--- config.mk ---
export PLATFORM = sky130hd
export DESIGN_NAME = ebpc_top
export DESIGN_NICKNAME = d
export VERILOG_FILES = /design/src/ebpc_pkg.sv /design/src/ebpc_top.sv
export SDC_FILE = /design/constraint.sdc
export NUM_CORES = 1
export LEC_CHECK = 0
export BUFFER_PORTS_ARGS = -buffer_cell sky130_fd_sc_hd__buf_2
export CORE_MARGIN = 4
export CORE_UTILIZATION = 49
export DETAILED_ROUTE_END_ITERATION = 10
export PLACE_DENSITY = 0.87
export SLEW_MARGIN = 20
export SYNTH_ARGS = -nofsm -noshare
export SYNTH_HDL_FRONTEND = slang
export SYNTH_SLANG_ARGS = --single-unit
--- constraint.sdc ---
create_clock -name sys_clk -period 2.55 [get_ports sys_clk]
set_input_delay 0.3825 -clock sys_clk [delete_from_list [all_inputs] [get_ports sys_clk]]
set_output_delay 0.3825 -clock sys_clk [all_outputs]
set_load 0.03 [all_outputs]
--- src/ebpc_pkg.sv ---
// Package for the external bus pin control block
package ebpc_pkg;
  // --------------------------------------------------------------------
  // Widths
  // --------------------------------------------------------------------
  localparam int EBPC_AW = 23;
  localparam int EBPC_LOW_AW = 16;
  localparam int EBPC_DW = 16;
  // --------------------------------------------------------------------
  // Register map (word index on the plain register port)
  // --------------------------------------------------------------------
  localparam logic [3:0] EBPC_CTRL_OFS = 4'h0;
  localparam logic [3:0] EBPC_STAT_OFS = 4'h1;
  localparam int EBPC_CTRL_HOLDER_BIT = 0;
  localparam logic [31:0] EBPC_CTRL_RST = 32'h0000_0001;
  // Last count of the data phase; three cycles let read data pass two stages
  localparam logic [1:0] EBPC_DATA_LAST = 2'h2;
  // Access spaces
  typedef enum logic [1:0] {
    EBPC_SP_PROG = 2'h0,
    EBPC_SP_DATA = 2'h1,
    EBPC_SP_IO = 2'h2
  } ebpc_space_t;
  // Core access request
  typedef struct packed {
    logic valid;
    logic write;
    ebpc_space_t space;
    logic [22:0] addr;
    logic [15:0] wdata;
  } ebpc_req_t;
  // Pin group for one bus
  typedef struct packed {
    logic [22:0] a_out;
    logic [22:0] a_oe;
    logic [15:0] d_out;
    logic [15:0] d_oe;
  } ebpc_pins_t;
endpackage

--- src/ebpc_top.sv ---
// External bus pin control: drive, float and holder logic
`timescale 1ns/1ns
// Overview of operation
// - The address bus is 23 bits wide, bit 22 most significant.
// - The low sixteen address lines carry every external access.
// - The upper seven lines carry address bits only for program accesses.
// - In hold mode all address lines float.
// - A low emulation float input floats every address line.
// - A holder keeps each floating address line at its last level, except the upper seven, which go to zero during non-program accesses.
// - The data bus is 16 bits wide, bidirectional, bit 15 most significant.
// - Data is driven only while writing; it floats in reset or hold.
// - A low emulation float input floats every data line.
// - A holder keeps each floating data line at its last level.
// - Software can switch the data holder on or off.
// - Space selects idle high, one low only during its valid access.
module ebpc_top (
  input wire logic sys_clk,
  input wire logic srst,
  input wire logic device_reset_n,
  input wire logic emulation_float_n,
  input wire logic hold_req_n,
  input wire ebpc_pkg::ebpc_req_t core_req,
  output logic core_ack,
  output logic [15:0] core_rdata,
  input wire logic [22:0] ext_address_in,
  output logic [22:0] ext_address_out,
  output logic [22:0] ext_address_oe,
  input wire logic [15:0] ext_data_in,
  output logic [15:0] ext_data_out,
  output logic [15:0] ext_data_oe,
  output logic data_space_sel_n,
  output logic program_space_sel_n,
  output logic io_space_sel_n,
  output logic space_sel_oe,
  output logic bus_hold_grant,
  input wire logic [3:0] reg_addr,
  input wire logic [31:0] reg_wdata,
  input wire logic reg_wr,
  input wire logic reg_rd,
  output logic [31:0] reg_rdata
);
  import ebpc_pkg::*;

  // --------------------------------------------------------------------
  // Pin synchronisers
  // --------------------------------------------------------------------
  logic [2:0] pin_s1_reg;
  logic [2:0] pin_s2_reg;
  logic [15:0] din_s1_reg;
  logic [15:0] din_s2_reg;
  logic [22:0] ain_s1_reg;
  logic [22:0] ain_s2_reg;
  wire rst_pin = ~pin_s2_reg[0];
  wire float_pin = ~pin_s2_reg[1];
  wire hold_pin = ~pin_s2_reg[2];

  // Two stages before any logic looks at a pin
  always_ff @(posedge sys_clk) begin
    pin_s1_reg <= {~hold_req_n, emulation_float_n, device_reset_n} ^ 3'h4;
    pin_s2_reg <= pin_s1_reg;
    din_s1_reg <= ext_data_in;
    din_s2_reg <= din_s1_reg;
    ain_s1_reg <= ext_address_in;
    ain_s2_reg <= ain_s1_reg;
  end

  // --------------------------------------------------------------------
  // Access sequencer
  // --------------------------------------------------------------------
  typedef enum logic [3:0] {
    ST_IDLE = 4'h1,
    ST_ADDR = 4'h2,
    ST_DATA = 4'h4,
    ST_HOLD = 4'h8
  } ebpc_state_t;
  ebpc_state_t state_reg, state_next;
  ebpc_req_t req_reg, req_next;
  wire in_reset = srst | rst_pin;

  // Data phase counter; a shorter phase would sample stale read data
  logic [1:0] data_cnt_reg;
  wire in_data = state_reg == ST_DATA;
  wire data_last = in_data & (data_cnt_reg == EBPC_DATA_LAST);
  wire [1:0] data_cnt_next = in_data ? data_cnt_reg + 2'h1 : 2'h0;

  // Hold is only taken from idle, so an access always finishes first
  always_comb begin
    state_next = state_reg;
    req_next = req_reg;
    case (state_reg)
      ST_IDLE: begin
        if (hold_pin) begin
          state_next = ST_HOLD;
        end else if (core_req.valid) begin
          req_next = core_req;
          state_next = ST_ADDR;
        end
      end
      ST_ADDR: state_next = ST_DATA;
      ST_DATA: state_next = data_last ? ST_IDLE : ST_DATA;
      ST_HOLD: begin
        if (!hold_pin) begin
          state_next = ST_IDLE;
        end
      end
      default: state_next = ST_IDLE;
    endcase
  end

  always_ff @(posedge sys_clk) begin
    if (in_reset) begin
      state_reg <= ST_IDLE;
      req_reg <= '0;
      data_cnt_reg <= 2'h0;
    end else begin
      state_reg <= state_next;
      req_reg <= req_next;
      data_cnt_reg <= data_cnt_next;
    end
  end

  // --------------------------------------------------------------------
  // Register port
  // --------------------------------------------------------------------
  logic holder_en_reg;
  wire wr_ctrl = reg_wr & (reg_addr == EBPC_CTRL_OFS);
  wire rd_ctrl = reg_rd & (reg_addr == EBPC_CTRL_OFS);
  wire rd_stat = reg_rd & (reg_addr == EBPC_STAT_OFS);
  wire [31:0] stat_word = {27'h0, float_pin, hold_pin,
                           state_reg == ST_HOLD, state_reg == ST_DATA,
                           state_reg == ST_ADDR};

  // Holder switch is software owned; unmapped reads return zero
  always_ff @(posedge sys_clk) begin
    if (srst) begin
      holder_en_reg <= EBPC_CTRL_RST[EBPC_CTRL_HOLDER_BIT];
      reg_rdata <= 32'h0000_0000;
    end else begin
      if (wr_ctrl) begin
        holder_en_reg <= reg_wdata[EBPC_CTRL_HOLDER_BIT];
      end
      reg_rdata <= rd_ctrl ? {31'h0, holder_en_reg} :
                   rd_stat ? stat_word : 32'h0000_0000;
    end
  end

  // --------------------------------------------------------------------
  // Pin drive decode
  // --------------------------------------------------------------------
  wire active = (state_reg == ST_ADDR) | (state_reg == ST_DATA);
  wire prog_acc = req_reg.space == EBPC_SP_PROG;
  wire a_lo_drv = active & ~float_pin & ~in_reset;
  wire a_hi_drv = a_lo_drv & prog_acc;
  wire d_drv = (state_reg == ST_DATA) & req_reg.write & ~float_pin &
               ~in_reset & ~hold_pin;
  // Only program accesses carry the upper bits; others keep them zero
  wire [6:0] a_hi_val = prog_acc ? req_reg.addr[22:16] : 7'h00;
  wire [22:0] a_val = {a_hi_val, req_reg.addr[15:0]};
  wire sel_drv = ~float_pin & (state_reg != ST_HOLD);
  wire [15:0] d_hold = holder_en_reg ? din_s2_reg : ext_data_out;

  // Outputs held in flip-flops; while floating the out value tracks the
  // wire (data only while the holder switch is on, else it keeps its value), except the upper address bits, which are zero in non-program accesses,
  // so that a keeper built from it restores the last level
  always_ff @(posedge sys_clk) begin
    if (srst) begin
      ext_address_out <= '0;
      ext_address_oe <= '0;
      ext_data_out <= '0;
      ext_data_oe <= '0;
      data_space_sel_n <= 1'b1;
      program_space_sel_n <= 1'b1;
      io_space_sel_n <= 1'b1;
      space_sel_oe <= 1'b0;
      bus_hold_grant <= 1'b0;
      core_ack <= 1'b0;
      core_rdata <= '0;
    end else begin
      ext_address_out <= a_lo_drv ? a_val : ain_s2_reg;
      ext_address_oe <= {{7{a_hi_drv}}, {16{a_lo_drv}}};
      ext_data_out <= d_drv ? req_reg.wdata : d_hold;
      ext_data_oe <= holder_en_reg | d_drv ? {16{d_drv}} : 16'h0000;
      data_space_sel_n <= ~(active & (req_reg.space == EBPC_SP_DATA));
      program_space_sel_n <= ~(active & prog_acc);
      io_space_sel_n <= ~(active & (req_reg.space == EBPC_SP_IO));
      space_sel_oe <= sel_drv;
      bus_hold_grant <= (state_next == ST_HOLD) & ~in_reset;
      core_ack <= data_last & ~in_reset;
      core_rdata <= (data_last & ~req_reg.write) ?
                    din_s2_reg : core_rdata;
    end
  end
endmodule

Word level (Yosys, flattened, before mapping). Index checks and enable logic that the tools add are counted.

Add/sub/neg operators: 1. Eq/ne operators: 10. Divide/modulo/power cells: 0. Reductions and logical operators: 8. Order comparisons: 0. Bitwise operators: 32. Muxes and demuxes: 11. $mul: 0. Shift operators: 0.

Operators by type and width (number): two-way mux 16 bit (2); two-way mux 23 bit (1); bitwise AND 1 bit (18); case mux 4 bit (4 select lines) (1); two-way mux 4 bit (3); inverter 1 bit (11); equality test 4 x 1 -> 1 bit (second input constant) (2); equality test 4 bit (second input constant) (2); two-way mux 7 bit (1); OR reduction 2 bit (3); equality test 2 bit (second input constant) (2); equality test 4 x 2 -> 1 bit (second input constant) (1); equality test 4 x 3 -> 1 bit (second input constant) (1); logical NOT 4 bit (1); != test 4 bit (second input constant) (1); two-way mux 3 bit (1); bitwise OR 1 bit (3); AND reduction 3 bit (1); OR reduction 3 bit (1); adder 2 x 1 -> 2 bit (second input constant) (1); equality test 2 x 1 -> 1 bit (second input constant) (1); logical NOT 2 bit (1); two-way mux 1 bit (2); nonzero test 2 bit (1).

Input port bits: 125. Output and inout port bits: 132. Latch bits: 0. Logic and storage cells: 89. ROM bits: 0. Flip-flop bits (word level): 244. Memories kept: 0. Memory bits (writable): 0.

Depth between registers and ports, before layout.
Depth after elaboration: 8. Mapped depth: 7. Depth with buffers taken out: 5.

Worst setup path before layout. OpenSTA, ideal clock, no wires.

Kind: register to register. Start point: reg state_reg[1]. End point: reg ext_data_out[10]. Setup time: 0.080 ns. Path slack: 0.632 ns. Data required time: 2.470 ns. Cell stages (with the launch flop): 8. Data arrival time: 1.838 ns. Clock period less this slack: 1.918 ns. Path through: dfxtp_1 -> buf_6 -> or4b_1 -> buf_2 -> or3_1 -> buf_2 -> buf_6 -> a211oi_2.

Word-level cells in the longest chain between the ends: 6. Elaborated cells on any way between the ends: 7.

RTL lines: from (decl) (line ebpc_top.sv:76) `ebpc_state_t state_reg, state_next;`; from (signal assigned) (line ebpc_top.sv:116) `state_reg <= state_next;`; equality test 4 x 3 -> 1 bit * (line ebpc_top.sv:154) `wire d_drv = (state_reg == ST_DATA) & req_reg.write & ~float_pin &`; bitwise AND 1 bit * (3 in series) (line ebpc_top.sv:154); bitwise AND 1 bit * (line ebpc_top.sv:155) `~in_reset & ~hold_pin;`; two-way mux 16 bit / nonzero test 2 bit (equally long branches); to (signal assigned) (line ebpc_top.sv:181) `ext_data_out <= d_drv ? req_reg.wdata : d_hold;`; to (decl) (line ebpc_top.sv:29) `output logic [15:0] ext_data_out,`.

Every way passes the cells marked *; elsewhere a longest branch is shown, timed or not. A chain may end at the register's enable or synchronous reset.

Worst setup path after layout.
Start point: reg state_reg[3]. End point: reg ext_data_out[3].

Same word-level chain as after synthesis.

==> flow_summary.toml <==
[run_status]
status = "complete, no violations"

[floorplanning]
die_h_um = 126.3
start_util_pct = 50.94
core_area_sq_mm = 0.01345
die-area_sq_mm = 0.01594
die_w_um = 126.3
fp-row-count = 42
io_pins = 257

[clock_tree]
cts.htree.levels = 1
clock_path_buffers = 3
cts_tree = "done"
root_buffer = "clkbuf_16"
cts_setup_buffers = 0
cts_hold_buf = 20
clk_pin_slew_ps = 60
clock_sinks = 202
clock_latency_ps = 470
cts_made_buffers = 20
cts-resized-gates = 0

[pwr]
clock_power_share_pct = 42.5
peakVddDrop_uv = 555.0
netSwitchingFraction_pct = 22.82
internal_power_w = 0.005151
p_switching_w = 0.001523
finalPower_w = 0.006674
p_leak_nw = 3.740
power_density_mw_per_mm2 = 785.3
seqPwrFrac_pct = 49.8
power_frac_comb_pct = 7.6

[grt]
grt_pass1_wl_um = 26210
antenna_found_initial = 1
grt_pass1_vias = 5137
gr-total-overflow = 0
grt_max_degree = 44
track_usage_pct = 19.81

[timing]
clock_skew_ps = 6.706
hold_viol = 0
max_freq_ghz = 0.4561
setup_viol = 0
setup_tns_ps = 0
worstMarginPinSlew_ps = 816.9
slew_headroom_pct = 45.54
fin_crit_ps = 2193
rsz0062_at_grt = "no"
timing.final.crit_share_pct = 85.98
drv_slew = 0
whs_ps = 10.89

[critical_path]
cpPeakStageDelay_ps = 720
worstPathRequired_ps = 2930
path_class = "reg -> reg"
startpoint_type = "flip-flop"
cp-end-kind = "flip-flop"
cp.arrival_ps = 2570
critPathTopFamily = "simple AND/OR/NAND/NOR gates"
startpoint = "state_reg[3]"
crit_fanout = 17
crit_chain = "or4b_1 -> or3_1 -> a211oi_1"
crit_slowest_cell = "or3_1"
critPathBufInv = 0
rr_startpoint = "state_reg[3]"

[logic_synthesis]
synth_edf_count = 0
ys_types = 42
ys.flop_type = "dfxtp_1"
ys_seq_area_share_pct = 59.01
ys_seq_elements = 202
synth_top_area_cell = "dfxtp_1"
ys_warn_count = 0
ys_top_cells_by_area = "dfxtp_1 (59%), buf_4 (6.9%), a21oi_1 (4.3%), nand3_1 (4.3%), mux2i_1 (3.4%)"
yosysTopAreaCellShare_pct = 59.01
synthArstFlopShare_pct = 0
syn_area_per_cell_sq_um = 10.38
synth.cell_area_sq_mm = 0.006853
syn_inst = 660

[layout]
largest_reg_flops = 26
area_delta_synth_final_pct = 24.03
final_cell_mix = "dfxtp_1 (202), buf_2 (198), nand3_1 (59), a21oi_1 (59), o21ai_0 (43)"
layout_commonest_cell = "dfxtp_1"
fin_nets = 957
final_cells = 1021
drive_gt1_share_pct = 31.40

[drt]
antenna_left = 0
via_per_inst = 5.139
drcViolationCount = 0
drtIter0Drc = 302
vias = 5247
routedWlPerCell_um = 16.21
firstDrtPassIters = 5
routed_wirelength_um = 16550

[placement]
gp_congestion = 0.7982
port_buffers = 198
dp_cells = 965
hpwl_um = 10980

[worst_hold_path]
hp-start = "ext_address_in[19]"
hold_path_class = "in -> reg"

[flow_run]
cap_violations = 0
final cells by class:
| cell class | instances | area (sq um) |
|---|---|---|
| fill | 1076 | 4954 |
| sequential | 202 | 4044 |
| multi-input combinational | 361 | 2211 |
| timing repair buffer | 239 | 1349 |
| clock buffer | 28 | 581.8 |
| tap | 176 | 220.2 |
| clock inverter | 7 | 65.06 |
| inverter | 7 | 26.28 |
| antenna | 1 | 2.502 |
Yosys cell counts (2+ instances only):
master and instances:
mux2_1 12, nor3b_1 2, o41ai_1 4, nand2b_1 2, a21oi_1 59, and3_1 2, nor4_1 20, a211oi_2 9
or4b_1 2, buf_4 63, dfxtp_1 202, mux2i_1 23, nor2b_1 18, or3_1 3, inv_1 6, clkbuf_1 46
o21ai_1 16, o21ai_0 43, buf_6 2, xnor2_1 3, nand3_1 59, a211oi_1 7, buf_2 5, or3b_1 3
nor2_1 9, nand2_1 18, nor3_1 4, o311ai_0 4
final timing paths:
| check | endpoint | slack (ps) | depth (start not counted) |
|---|---|---|---|
| worst min-delay path | ain_s1_reg[19] | 10 | 1 |
| worst max-delay path | ext_data_out[3] | 360 | 3 |
| worst max register to register | ext_data_out[3] | 360 | 3 |
| worst min register to register | pin_s2_reg[0] | 320 | 0 |
per-layer routing:
metal / vias up / global-route usage (%) / part of all wire, % / routed length, um
met5: - / 0 / 0 / 0
met2: 223 / 33.68 / 50 / 8235
met3: 40 / 3.302 / 6.8 / 1120
met4: 0 / 7.823 / 3.2 / 522
li1: 2556 / - / - / -
met1: 2428 / 25.19 / 40 / 6676
through the flow:
stage | cell area [sq um] | setup WS [ps] | util (%)
final | 8499 | 357.4 | 63.18
after global routing | 8499 | 183.8 | 63.18
after CTS | 8497 | 364.4 | 63.16
after detailed placement | 7650 | 392.0 | 56.86
after global placement | 7650 | 470.2 | 56.86
after floorplan | 6950 | 632.3 | -
worst register-to-register path: cells and delay by family, from the launching register on:
kind | cells | cell delay [ps]
flip-flops | 1 | 430
AO/OA/AOI/OAI | 1 | 360
AND/OR/NAND/NOR | 2 | 1320
power by group through the flow:
stage	Clock, W	Sequential, W	Combinational [W]
after floorplan	0	0.00346	0.000266
after global placement	0	0.00339	0.000475
after detailed placement	0	0.00340	0.000482
after CTS	0.00290	0.00333	0.000509
after global routing	0.00303	0.00334	0.000554
final	0.00284	0.00333	0.000509
cell families after synthesis:
family	count (synthesis)	synth area share, %
AO/OA/AOI/OAI	146	12.54
XOR/XNOR	3	0.3835
adder cells (fa/ha/maj)	1	0.1826
buffers and inverters	123	10.50
flip-flops	202	59.01
multiplexers	35	5.331
other	1	0.05472
AND/OR/NAND/NOR	149	12.00
(Power assumes the default switching activity.)
